`src/hdl/smcs_pkg.sv`:
```
// Constants, carrier types and states of the serial monitor block
package smcs_pkg;

   // ------------------------------------------------------------
   // Timing
   // ------------------------------------------------------------
   localparam int CLK_HZ = 200_000_000;
   localparam int BAUD = 9600;
   localparam int BIT_CYCLES = CLK_HZ / BAUD;

   // ------------------------------------------------------------
   // Command opcodes
   // ------------------------------------------------------------
   localparam logic [7:0] OP_INDEXED_READ = 8'h1A;
   localparam logic [7:0] OP_INDEXED_WRITE = 8'h19;
   localparam logic [7:0] OP_STACK_POINTER_READ = 8'h0C;
   localparam logic [7:0] OP_RUN = 8'h28;

   // ------------------------------------------------------------
   // Security and memory map
   // ------------------------------------------------------------
   localparam logic [3:0] SEC_BYTES = 4'h8;
   localparam logic [15:0] STAT_ADDR = 16'h0060;
   localparam int STAT_SEC_BIT = 6;
   localparam logic [7:0] ERASED_BYTE = 8'hFF;
   localparam logic [7:0] LOCKED_BYTE = 8'h00;
   localparam logic [15:0] ROM_LO = 16'hE000;
   localparam logic [15:0] LAST_ADDR_RST = 16'h0000;

   // ------------------------------------------------------------
   // Framing: start, 8 data, stop, one spare stop slot
   // ------------------------------------------------------------
   localparam logic [3:0] RX_LAST_BIT = 4'h9;
   localparam logic [3:0] TX_LAST_BIT = 4'hA;
   localparam logic [10:0] BRK_FRAME = 11'h400;

   typedef struct packed {
      logic brk;
      logic [7:0] data;
   } smcs_byte_t;

   typedef enum logic [10:0] {
      S_SEC  = 11'h001,
      S_STAT = 11'h002,
      S_BRK  = 11'h004,
      S_BRKD = 11'h008,
      S_IDLE = 11'h010,
      S_IWD  = 11'h020,
      S_RD   = 11'h040,
      S_RDP  = 11'h080,
      S_WR   = 11'h100,
      S_SPH  = 11'h200,
      S_SPL  = 11'h400
   } smcs_state_t;

endpackage

```
`src/hdl/smcs_monitor.sv`:
```
// Serial monitor command interpreter with entry security
`timescale 1ns/1ps
module smcs_monitor #(
   parameter int BIT_CYC = smcs_pkg::BIT_CYCLES
) (
   input wire logic sys_clk_in,
   input wire logic rst_b_in,
   input wire logic por_in,
   input wire logic monitor_receive_pin_in,
   output logic monitor_transmit_pin_out,
   input wire logic [63:0] sec_code_in,
   input wire logic bulk_erase_in,
   input wire logic [15:0] stack_pointer_in,
   input wire logic addr_load_in,
   input wire logic [15:0] addr_load_value_in,
   output logic mem_req_out,
   output logic mem_we_out,
   output logic [15:0] mem_addr_out,
   output logic [7:0] mem_wdata_out,
   input wire logic mem_ack_in,
   input wire logic [7:0] mem_rdata_in,
   input wire logic exec_fetch_in,
   input wire logic [15:0] exec_addr_in,
   output logic illegal_addr_reset_out,
   output logic return_from_interrupt_out,
   output logic secure_ok_out,
   output logic cmd_ready_out
);
   import smcs_pkg::*;

   localparam int CW = $clog2(2 * BIT_CYC + 1);
   localparam logic [CW-1:0] BIT_N = CW'(BIT_CYC - 1);
   localparam logic [CW-1:0] HALF_N = CW'(BIT_CYC / 2 - 1);
   localparam logic [CW-1:0] BRK_N = CW'(2 * BIT_CYC - 1);

   // Counters need room for a half bit of at least two cycles
   if (BIT_CYC < 4) begin : g_bad_rate
      $error("BIT_CYC must be at least 4");
   end

   logic rx_s1_reg, rx_s2_reg, rx_s3_reg;
   logic [CW-1:0] tdiv_reg;
   logic bit_en_reg;
   logic rx_busy_reg, rx_wait_hi_reg, rx_v_reg;
   logic [CW-1:0] rcnt_reg;
   logic [3:0] rbit_reg;
   logic [8:0] rsh_reg;
   smcs_byte_t rx_d_reg;
   smcs_byte_t fifo_mem [2];
   logic wp_reg, rp_reg;
   logic [1:0] fcnt_reg;
   logic in_ready, push_v, psh, pop;
   smcs_byte_t push_d;
   logic tx_busy_reg, tx_pin_reg;
   logic [10:0] tsh_reg;
   logic [3:0] tbit_reg;
   smcs_state_t st_reg;
   logic pend_v_reg, take, sec_eq, rom_rd;
   smcs_byte_t pend_reg;
   logic [3:0] sec_cnt_reg;
   logic match_reg, secure_reg, done_reg, second_reg, illegal_reg;
   logic [15:0] last_reg, sp_reg, addr_reg;
   logic [7:0] rd_reg, wdata_reg;
   logic [CW-1:0] bcnt_reg;
   logic [63:0] code_reg;
   logic req_reg, we_reg, rfi_reg;

   // ------------------------------------------------------------
   // Receive pin and bit timing
   // ------------------------------------------------------------

   // Pin is asynchronous: two flops before anything looks at it
   always_ff @(posedge sys_clk_in) begin
      if (!rst_b_in) begin
         rx_s1_reg <= 1'b1;
         rx_s2_reg <= 1'b1;
         rx_s3_reg <= 1'b1;
      end else begin
         rx_s1_reg <= monitor_receive_pin_in;
         rx_s2_reg <= rx_s1_reg;
         rx_s3_reg <= rx_s2_reg;
      end
   end

   // Free bit-rate enable for the transmitter
   always_ff @(posedge sys_clk_in) begin
      if (!rst_b_in) begin
         tdiv_reg <= '0;
         bit_en_reg <= 1'b0;
      end else if (tdiv_reg == BIT_N) begin
         tdiv_reg <= '0;
         bit_en_reg <= 1'b1;
      end else begin
         tdiv_reg <= tdiv_reg + 1'b1;
         bit_en_reg <= 1'b0;
      end
   end

   // Receiver samples mid-bit; a break waits for the line to rise
   always_ff @(posedge sys_clk_in) begin
      if (!rst_b_in) begin
         rx_busy_reg <= 1'b0;
         rx_wait_hi_reg <= 1'b0;
         rx_v_reg <= 1'b0;
         rcnt_reg <= '0;
         rbit_reg <= '0;
         rsh_reg <= '0;
         rx_d_reg <= '0;
      end else begin
         rx_v_reg <= 1'b0;
         if (rx_wait_hi_reg) begin
            if (rx_s2_reg) begin
               rx_wait_hi_reg <= 1'b0;
            end
         end else if (!rx_busy_reg) begin
            if (rx_s3_reg && !rx_s2_reg) begin
               rx_busy_reg <= 1'b1;
               rcnt_reg <= HALF_N;
               rbit_reg <= '0;
            end
         end else if (rcnt_reg == '0) begin
            rcnt_reg <= BIT_N;
            rsh_reg <= {rx_s2_reg, rsh_reg[8:1]};
            rbit_reg <= rbit_reg + 1'b1;
            if (rbit_reg == RX_LAST_BIT) begin
               rx_busy_reg <= 1'b0;
               rx_v_reg <= 1'b1;
               rx_d_reg.data <= rsh_reg[8:1];
               // Low stop slot with zero data is a break
               rx_d_reg.brk <= !rx_s2_reg && (rsh_reg[8:1] == 8'h00);
               rx_wait_hi_reg <= !rx_s2_reg;
            end
         end else begin
            rcnt_reg <= rcnt_reg - 1'b1;
         end
      end
   end

   // ------------------------------------------------------------
   // Two-entry transmit buffer
   // ------------------------------------------------------------
   assign in_ready = (fcnt_reg != 2'd2);
   assign psh = push_v && in_ready;
   assign pop = (fcnt_reg != 2'd0) && !tx_busy_reg;

   // Entries without reset; only the pointers and the count need a defined start
   always_ff @(posedge sys_clk_in) begin
      if (psh) begin
         fifo_mem[wp_reg] <= push_d;
      end
   end

   // FIFO order keeps results behind their echo
   always_ff @(posedge sys_clk_in) begin
      if (!rst_b_in) begin
         wp_reg <= 1'b0;
         rp_reg <= 1'b0;
         fcnt_reg <= 2'd0;
      end else begin
         if (psh) begin
            wp_reg <= ~wp_reg;
         end
         if (pop) begin
            rp_reg <= ~rp_reg;
         end
         fcnt_reg <= fcnt_reg + {1'b0, psh} - {1'b0, pop};
      end
   end

   // ------------------------------------------------------------
   // Transmitter: 11 slots, LSB first, idle high
   // ------------------------------------------------------------
   always_ff @(posedge sys_clk_in) begin
      if (!rst_b_in) begin
         tx_busy_reg <= 1'b0;
         tx_pin_reg <= 1'b1;
         tsh_reg <= '1;
         tbit_reg <= '0;
      end else if (pop) begin
         tx_busy_reg <= 1'b1;
         tbit_reg <= '0;
         if (fifo_mem[rp_reg].brk) begin
            tsh_reg <= BRK_FRAME;
         end else begin
            tsh_reg <= {2'b11, fifo_mem[rp_reg].data, 1'b0};
         end
      end else if (tx_busy_reg && bit_en_reg) begin
         tx_pin_reg <= tsh_reg[0];
         tsh_reg <= {1'b1, tsh_reg[10:1]};
         tbit_reg <= tbit_reg + 1'b1;
         if (tbit_reg == TX_LAST_BIT) begin
            tx_busy_reg <= 1'b0;
         end
      end
   end

   // ------------------------------------------------------------
   // Command engine
   // ------------------------------------------------------------
   assign take = pend_v_reg && (pend_reg.brk || in_ready) &&
                 (st_reg inside {S_SEC, S_IDLE, S_IWD});
   assign sec_eq = (pend_reg.data == code_reg[sec_cnt_reg[2:0]*8 +: 8]);
   assign rom_rd = !secure_reg && (addr_reg >= ROM_LO);

   // One received byte waits here until the engine can echo it
   always_ff @(posedge sys_clk_in) begin
      if (!rst_b_in) begin
         pend_v_reg <= 1'b0;
         pend_reg <= '0;
      end else if (rx_v_reg) begin
         pend_v_reg <= 1'b1;
         pend_reg <= rx_d_reg;
      end else if (take) begin
         pend_v_reg <= 1'b0;
      end
   end

   // What goes into the buffer this cycle
   always_comb begin
      push_v = 1'b0;
      push_d = '0;
      case (st_reg)
         S_SEC, S_IDLE, S_IWD: begin
            push_v = pend_v_reg && !pend_reg.brk;
            push_d = pend_reg;
         end
         S_BRKD: begin
            push_v = (bcnt_reg == '0);
            push_d.brk = 1'b1;
         end
         S_BRK: begin
            push_v = 1'b1;
            push_d.brk = 1'b1;
         end
         S_RDP: begin
            push_v = 1'b1;
            push_d.data = rd_reg;
         end
         S_SPH: begin
            push_v = 1'b1;
            push_d.data = sp_reg[15:8];
         end
         S_SPL: begin
            push_v = 1'b1;
            push_d.data = sp_reg[7:0];
         end
         default: begin
         end
      endcase
   end

   // Code bytes, lowest address in the low byte
   always_ff @(posedge sys_clk_in) begin
      if (bulk_erase_in) begin
         code_reg <= {8{ERASED_BYTE}};
      end else if (!rst_b_in) begin
         code_reg <= sec_code_in;
      end
   end

   // Survives ordinary resets; a power-on reset reopens the check
   always_ff @(posedge sys_clk_in) begin
      if (!rst_b_in) begin
         if (por_in) begin
            secure_reg <= 1'b0;
            done_reg <= 1'b0;
         end
      end else if (st_reg == S_STAT && mem_ack_in) begin
         secure_reg <= match_reg;
         done_reg <= 1'b1;
      end
   end

   // ROM fetch while locked asks the system for a reset
   always_ff @(posedge sys_clk_in) begin
      if (!rst_b_in) begin
         illegal_reg <= 1'b0;
      end else begin
         illegal_reg <= exec_fetch_in && !secure_reg &&
                        (exec_addr_in >= ROM_LO);
      end
   end

   // Main sequencer
   always_ff @(posedge sys_clk_in) begin
      if (!rst_b_in) begin
         st_reg <= (done_reg && !por_in) ? S_IDLE : S_SEC;
         sec_cnt_reg <= '0;
         match_reg <= 1'b1;
         second_reg <= 1'b0;
         bcnt_reg <= '0;
         req_reg <= 1'b0;
         we_reg <= 1'b0;
         addr_reg <= '0;
         wdata_reg <= '0;
         rfi_reg <= 1'b0;
         rd_reg <= '0;
         sp_reg <= '0;
         last_reg <= LAST_ADDR_RST;
      end else begin
         rfi_reg <= 1'b0;
         case (st_reg)
            S_SEC: begin
               if (take && pend_reg.brk) begin
                  st_reg <= S_BRKD;
                  bcnt_reg <= BRK_N;
               end else if (take) begin
                  match_reg <= match_reg && sec_eq;
                  sec_cnt_reg <= sec_cnt_reg + 1'b1;
                  if (sec_cnt_reg == SEC_BYTES - 4'd1) begin
                     st_reg <= S_STAT;
                     req_reg <= 1'b1;
                     we_reg <= 1'b1;
                     addr_reg <= STAT_ADDR;
                     wdata_reg <= '0;
                     wdata_reg[STAT_SEC_BIT] <= match_reg && sec_eq;
                  end
               end
            end
            S_STAT: begin
               if (mem_ack_in) begin
                  req_reg <= 1'b0;
                  st_reg <= S_BRK;
               end
            end
            S_BRK: begin
               if (in_ready) begin
                  st_reg <= S_IDLE;
               end
            end
            S_BRKD: begin
               if (bcnt_reg != '0) begin
                  bcnt_reg <= bcnt_reg - 1'b1;
               end else if (in_ready) begin
                  st_reg <= done_reg ? S_IDLE : S_SEC;
               end
            end
            S_IDLE: begin
               if (addr_load_in) begin
                  last_reg <= addr_load_value_in;
               end
               if (take && pend_reg.brk) begin
                  st_reg <= S_BRKD;
                  bcnt_reg <= BRK_N;
               end else if (take) begin
                  case (pend_reg.data)
                     OP_INDEXED_READ: begin
                        st_reg <= S_RD;
                        req_reg <= 1'b1;
                        we_reg <= 1'b0;
                        addr_reg <= last_reg + 16'd1;
                        second_reg <= 1'b0;
                     end
                     OP_INDEXED_WRITE: begin
                        st_reg <= S_IWD;
                     end
                     OP_STACK_POINTER_READ: begin
                        st_reg <= S_SPH;
                        sp_reg <= stack_pointer_in;
                     end
                     OP_RUN: begin
                        rfi_reg <= 1'b1;
                     end
                     default: begin
                     end
                  endcase
               end
            end
            S_IWD: begin
               if (take && pend_reg.brk) begin
                  st_reg <= S_BRKD;
                  bcnt_reg <= BRK_N;
               end else if (take) begin
                  st_reg <= S_WR;
                  req_reg <= 1'b1;
                  we_reg <= 1'b1;
                  addr_reg <= last_reg + 16'd1;
                  wdata_reg <= pend_reg.data;
               end
            end
            S_RD: begin
               if (mem_ack_in) begin
                  req_reg <= 1'b0;
                  last_reg <= addr_reg;
                  rd_reg <= rom_rd ? LOCKED_BYTE : mem_rdata_in;
                  st_reg <= S_RDP;
               end
            end
            S_RDP: begin
               if (in_ready && second_reg) begin
                  st_reg <= S_IDLE;
               end else if (in_ready) begin
                  second_reg <= 1'b1;
                  st_reg <= S_RD;
                  req_reg <= 1'b1;
                  addr_reg <= last_reg + 16'd1;
               end
            end
            S_WR: begin
               if (mem_ack_in) begin
                  req_reg <= 1'b0;
                  last_reg <= addr_reg;
                  st_reg <= S_IDLE;
               end
            end
            S_SPH: begin
               if (in_ready) begin
                  st_reg <= S_SPL;
               end
            end
            S_SPL: begin
               if (in_ready) begin
                  st_reg <= S_IDLE;
               end
            end
            default: begin
               st_reg <= S_IDLE;
            end
         endcase
      end
   end

   // Outputs straight from flops
   assign monitor_transmit_pin_out = tx_pin_reg;
   assign mem_req_out = req_reg;
   assign mem_we_out = we_reg;
   assign mem_addr_out = addr_reg;
   assign mem_wdata_out = wdata_reg;
   assign illegal_addr_reset_out = illegal_reg;
   assign return_from_interrupt_out = rfi_reg;
   assign secure_ok_out = secure_reg;
   assign cmd_ready_out = done_reg;
endmodule

```
`config.mk`:
```
export PLATFORM = sky130hd
export DESIGN_NAME = smcs_monitor
export DESIGN_NICKNAME = d
export VERILOG_FILES = /design/src/hdl/smcs_pkg.sv /design/src/hdl/smcs_monitor.sv
export SDC_FILE = /design/constraint.sdc
export NUM_CORES = 1
export LEC_CHECK = 0
export BUFFER_PORTS_ARGS = -buffer_cell sky130_fd_sc_hd__buf_2
export CELL_PAD_IN_SITES_DETAIL_PLACEMENT = 1
export CELL_PAD_IN_SITES_GLOBAL_PLACEMENT = 1
export CORE_ASPECT_RATIO = 1.25
export CORE_MARGIN = 5
export CORE_UTILIZATION = 40
export DETAILED_ROUTE_END_ITERATION = 12
export GPL_TIMING_DRIVEN = 1
export PLACE_DENSITY = 0.85
export SLEW_MARGIN = 5
export SYNTH_ARGS = -nofsm -noshare
export SYNTH_HDL_FRONTEND = slang
export SYNTH_SLANG_ARGS = --single-unit
```
`constraint.sdc`:
```
create_clock -name sys_clk_in -period 8.6 [get_ports sys_clk_in]
set_input_delay 2.58 -clock sys_clk_in [delete_from_list [all_inputs] [get_ports sys_clk_in]]
set_output_delay 2.58 -clock sys_clk_in [all_outputs]
set_load 0.01 [all_outputs]
```
==> flow_metrics.py, run 1 <==
metrics = {
    "power": {
        "power_density_nw_per_um2": 217,
        "p_leak_nw": 5.53,
        "peakVddDrop_v": 0.000137,
    },
    "floorplan": {
        "die_area_um2": 35200,
        "pin_count": 159,
        "start_util_pct": 40.7,
        "coreArea_um2": 31000,
        "die_x_um": 169,
        "rows": 72,
        "die_y_um": 208,
    },
    "routing": {
        "totalWireLength_um": 34900,
        "wire_per_inst_um": 18.4,
        "drc_errors": 0,
        "initialDrtViolationCount": 692,
        "ant_nets": 0,
        "wirelength_met1_um": 14300,
        "dr.pass1.iters": 5,
        "wl_met2_um": 17900,
        "vias_per_cell": 5.55,
        "top_layer": "met5",
        "dr_wl_met3_um": 1900,
        "vias": 10600,
    },
    "global_routing": {
        "grt_pass1_wl_um": 56400,
        "overflow": 0,
        "antenna_found_initial": 2,
        "grt_pass1_vias": 11100,
        "grt_usage_pct": 19.1,
        "grt_max_degree": 112,
    },
    "setup_path": {
        "r2r_cells": 6,
        "worstReg2RegStart": "st_reg[6]$_SDFFCE_PN0P_",
        "r2r_setup_slack_ns": 5.22,
        "endpoint": "mem_wdata_out[6]$_SDFFE_PN0P_",
        "critPathLaunch": "rst_b_in",
        "worst_ep_arrival_time_ns": 4.96,
        "critPathMaxFanout": 77,
        "critPathRequiredTime_ns": 9.09,
        "regToRegEndpoint": "return_from_interrupt_out$_SDFF_PP0_",
        "critPathKind": "input pin to register",
        "crit_path_end_kind": "register",
        "start_kind": "input pin",
    },
    "synth": {
        "synth_top_area_cell": "dfxtp_1",
        "yosys_most_used_dff": "dfxtp_1",
        "syn_inst": 1372,
        "synthTopCellsByArea": "dfxtp_1 39%, edfxtp_1 7.4%, mux2i_1 5.2%",
        "ys_seq_area_share_pct": 46.3,
        "ys.warnings.count": 0,
        "syn-num-nets": 1513,
        "synth_edf_count": 31,
        "yosys-top-cells-count": "245 x dfxtp_1, 138 x nor2_1, 123 x nand2_1",
        "synth_area_um2": 12600,
        "yosysMostFrequentCell": "dfxtp_1",
        "yosys.cell_types.count": 69,
        "ys_async_sr_fraction_pct": 0,
        "netlist.area_leader.share_pct": 38.9,
        "syn_area_per_cell_um2": 9.18,
        "ys_ff_latch": 276,
    },
    "placed_design": {
        "numPortBuffers": 145,
        "gp_congestion": 0.857,
        "place_inst": 1846,
        "dpl.hpwl_um": 24500,
    },
    "clocking": {
        "cts_max_level": 1,
        "clock_sinks": 276,
        "cts_resized": 0,
        "clk_latency_ns": 0.56,
        "cts_setup_buffers": 0,
        "hold_buffers": 0,
        "clockBufferDepth": 3,
        "root_buffer": "clkbuf_16",
        "clkSlewWorstSetupHoldPaths_ns": 0.06,
        "cts_tree": "done",
        "numCtsBuffers": 29,
    },
    "sta": {
        "max_freq_mhz": 224,
        "min_period_over_period_pct": 52.0,
        "worst_pin_slew_ns": 1.03,
        "finalCriticalPeriod_ns": 4.47,
        "skew_ns": 0.0150,
        "final-setup-viol-count": 0,
        "hold_violations": 0,
        "rsz0062_at_grt": "false",
        "relSlewSlack_pct": 31.5,
        "setup_tns_ns": 0,
        "drv_slew": 0,
    },
    "worst_hold_path": {
        "hold_class": "register to register",
    },
    "layout": {
        "drive_gt1_share_pct": 15.1,
        "fin_nets": 1611,
        "postLayoutCoreUtil_pct": 46.6,
        "largest_reg_flops": 64,
        "area_growth_syn_to_layout_pct": 14.5,
        "instances_no_fill": 1901,
    },
    "outcome": {
        "status": "completed",
    },
    "flow_run": {
        "drv_cap": 0,
    },
}
-- final cells by class --
class                   instances  area, um^2
inverters                      27         103
well taps                     407         509
repair buffers                157         818
clock inverters                12        75.1
diodes                          1        2.50
fillers                      3627       16600
clock buffers                  42         815
flip-flops and latches        276        5840
multi-input cells             979        6270
-- cells in the final DEF (no fill, tap or decap), drive strengths merged, types with 15 or more instances in the layout --
cell type  synthesis  routed
edfxtp            31      31
nand4             24      24
a21oi             78      78
nand2            123     123
o21ai             62      62
nor3              28      28
nand3             50      50
nor2b             73      73
xnor2             26      26
mux2i             66      66
or3               17      17
inv               26      28
dfxtp            245     245
xor2              42      42
nor2             138     138
clkbuf            76      42
a211o             65      65
a211oi            20      20
buf               13     157
nor4              15      15
-- routing by layer --
layer  GRT usage, %  vias up
li1               -     5084
met3           3.13       64
met5              0        -
met2           34.8      252
met4           5.43        2
met1           23.0     5150
-- where the power goes --
group | switching, W | leakage (nW) | internal [W]
clock network | 0.000519 | 0.435 | 0.000659
registers | 0.0000727 | 2.30 | 0.00139
logic | 0.000306 | 2.80 | 0.000190
total | 0.000897 | 5.53 | 0.00224
-- kinds of logic (layout without fill, tap and decap cells) --
group / after synthesis / in the layout / synth area share, %
AO/OA/AOI/OAI: 280 / 280 / 14.9
multiplexers: 80 / 80 / 7.30
adder cells (fa/ha/maj): 13 / 13 / 1.29
AND/OR/NAND/NOR: 538 / 538 / 21.6
flip-flops: 276 / 276 / 46.3
XOR/XNOR: 68 / 68 / 4.73
other: 0 / 1 / 0
buffers and inverters: 117 / 238 / 3.91
-- per-stage QoR --
| stage | power, W | area (um^2) | setup WS (ns) | hold WS [ns] |
|---|---|---|---|---|
| finish | 0.00313 | 14400 | 4.13 | 0.406 |
| global route | 0.00329 | 14400 | 3.94 | 0.427 |
| CTS | 0.00317 | 14400 | 4.10 | 0.408 |
| detailed placement | 0.00198 | 13500 | 3.50 | 0.393 |
| global placement | 0.00195 | 13500 | 3.50 | 0.394 |
| floorplan | 0.00183 | 12600 | 4.70 | 0.386 |
-- worst max-delay path, cell delays in order --
cell      delay (ns)
buf_4           0.49
clkinv_2        0.70
buf_4           0.58
a221o_1         0.38
a31oi_1         0.13
-- how the worst min path moves through the flow --
stage / startpoint / to / cells after the start / slack (ns)
global placement: rx_s1_reg$_SDFF_PN1_ / rx_s2_reg$_SDFF_PN1_ / 1 / 0.39
finish: rx_s1_reg$_SDFF_PN1_ / rx_s2_reg$_SDFF_PN1_ / 1 / 0.41
detailed placement: rx_s1_reg$_SDFF_PN1_ / rx_s2_reg$_SDFF_PN1_ / 1 / 0.39
CTS: rx_s1_reg$_SDFF_PN1_ / rx_s2_reg$_SDFF_PN1_ / 1 / 0.41
global route: rx_s1_reg$_SDFF_PN1_ / rx_s2_reg$_SDFF_PN1_ / 1 / 0.43
floorplan: rx_s1_reg$_SDFF_PN1_ / rx_s2_reg$_SDFF_PN1_ / 1 / 0.39
Power figures use the tool's default switching activity.
==> run 2, diff against run 1 <==
==> constraint.sdc (replaced) <==
create_clock -name sys_clk_in -period 4.5 [get_ports sys_clk_in]
set_input_delay 1.35 -clock sys_clk_in [delete_from_list [all_inputs] [get_ports sys_clk_in]]
set_output_delay 1.35 -clock sys_clk_in [all_outputs]
set_load 0.01 [all_outputs]
==> flow_metrics.py, run 2 (synthesized netlist as in run 1, its figures left out) <==
metrics = {
    "global_routing": {
        "overflow": 0,
        "grt_pass1_wl_um": 56900,
        "grt_max_degree": 132,
        "grt_usage_pct": 19.2,
        "grt_pass1_vias": 11100,
        "antenna_found_initial": 0,
    },
    "setup_path": {
        "worstPathCellList": "nor3_1, nand3_1, o32ai_1, o21ai_0, nor2_1",
        "critPathTopFamily": "simple AND/OR/NAND/NOR gates",
        "slowest_delay_ns": 0.76,
        "worst_ep_arrival_time_ns": 3.39,
        "crit_path_end_kind": "register",
        "worst_path_max_delay_cell": "nor3_1",
        "critPathMaxFanout": 9,
        "start_kind": "register",
        "critPathRequiredTime_ns": 4.70,
        "critPathKind": "register to register",
        "path_buf_inv": 0,
    },
    "routing": {
        "totalWireLength_um": 35200,
        "vias_per_cell": 5.62,
        "drc_errors": 0,
        "initialDrtViolationCount": 733,
        "vias": 10700,
        "wire_per_inst_um": 18.6,
        "dr.pass1.iters": 5,
        "ant_nets": 0,
    },
    "floorplan": {
        "pin_count": 159,
        "coreArea_um2": 31000,
        "die_y_um": 208,
        "start_util_pct": 40.7,
        "die_area_um2": 35200,
        "die_x_um": 169,
        "rows": 72,
    },
    "clocking": {
        "clock_sinks": 276,
        "hold_buffers": 0,
        "cts_resized": 0,
        "cts_setup_buffers": 0,
        "clkSlewWorstSetupHoldPaths_ns": 0.06,
        "cts_max_level": 1,
        "root_buffer": "clkbuf_16",
        "cts_tree": "done",
        "numCtsBuffers": 28,
        "clk_latency_ns": 0.57,
        "clockBufferDepth": 3,
    },
    "sta": {
        "rsz0062_at_grt": "false",
        "setup_tns_ns": 0,
        "setup_slack_ns": 1.30,
        "skew_ns": 0.0198,
        "min_period_over_period_pct": 71.0,
        "final-setup-viol-count": 0,
        "finalCriticalPeriod_ns": 3.20,
        "relSlewSlack_pct": 22.9,
        "drv_slew": 0,
        "hold_violations": 0,
        "max_freq_mhz": 313,
        "worst_pin_slew_ns": 1.16,
        "holdWs_ns": 0.406,
    },
    "layout": {
        "largest_reg_flops": 64,
        "final_common_cell": "dfxtp_1",
        "nFillCells": 3644,
        "final_cell_mix": "245 x dfxtp_1, 144 x buf_2, 138 x nor2_1",
        "multiInputGateArea_um2": 6270,
        "area_growth_syn_to_layout_pct": 15.2,
        "instances_no_fill": 1899,
        "diodes": 0,
        "seq_area_um2": 5840,
        "drive_gt1_share_pct": 15.5,
        "fin_nets": 1614,
    },
    "power": {
        "internal-power_w": 0.00439,
        "power_density_nw_per_um2": 422,
        "power_frac_comb_pct": 15.8,
        "netSwitchingPower_w": 0.00174,
        "swShare_pct": 28.3,
        "peakVddDrop_v": 0.000247,
        "p_leak_nw": 5.57,
        "total_power_w": 0.00613,
        "share_seq_of_total_power_pct": 45.6,
        "p_clk_share_pct": 38.6,
    },
    "placed_design": {
        "place_inst": 1850,
        "numPortBuffers": 145,
        "post-place-ws_ns": 1.29,
        "dpl.hpwl_um": 24700,
        "gp_congestion": 0.858,
    },
    "outcome": {
        "status": "completed",
    },
    "flow_run": {
        "drv_cap": 0,
    },
    "worst_hold_path": {
        "hold_class": "register to register",
    },
}
run 2: cell types whose count changed in the layout (fill, tap and decap cells not counted), moves of 2 or more:
cell | previous run | this run
clkinv_1 | 5 | 0
bufinv_16 | 0 | 2
clkbuf_1 | 9 | 7
buf_4 | 13 | 16
run 2: metrics by stage:
step                util, %  instance area (um^2)
finish                 46.8                 14500
global route           46.8                 14500
CTS                    46.8                 14500
detailed placement     43.8                 13600
global placement       43.8                 13600
floorplan                 -                 12600
run 2: metal layers:
layer	GRT usage [%]	up-vias	routed length (um)
met2	34.3	286	17800
met4	6.80	0	1130
met1	23.3	5234	14500
met3	2.94	77	1820
li1	-	5082	-
met5	0	-	0
run 2: worst reg2reg max path, stage by stage (launching register included):
cell and delay, ns:
edfxtp_1 0.47, nor3_1 0.76, nand3_1 0.34, o32ai_1 0.19
o21ai_0 0.32, nor2_1 0.73
run 2: power groups by stage:
stage               Clock [W]  Combinational [W]  Sequential [W]
floorplan                   0           0.000714         0.00278
global placement            0           0.000921         0.00283
detailed placement          0           0.000961         0.00285
CTS                   0.00241           0.000970         0.00280
global route          0.00251            0.00108         0.00281
finish                0.00237           0.000967         0.00280
run 2: layout make-up:
cell class	count	area share (%)
Inverter	27	0.707
Sequential cell	276	40.2
Tap cell	407	3.51
Clock inverter	9	0.862
Multi-Input combinational cell	979	43.2
Timing Repair Buffer	161	5.93
Clock buffer	40	5.56
run 2: final timing paths:
path                            slack (ns)  depth (start not counted)                     from                        to
worst max-delay path                  1.30                          5  st_reg[9]$_SDFFCE_PN0P_  fifo_mem[1][7]$_DFFE_PP_
worst max register to register        1.30                          5  st_reg[9]$_SDFFCE_PN0P_  fifo_mem[1][7]$_DFFE_PP_
worst min-delay path                  0.41                          1     rx_s1_reg$_SDFF_PN1_      rx_s2_reg$_SDFF_PN1_
worst min register to register        0.41                          1     rx_s1_reg$_SDFF_PN1_      rx_s2_reg$_SDFF_PN1_
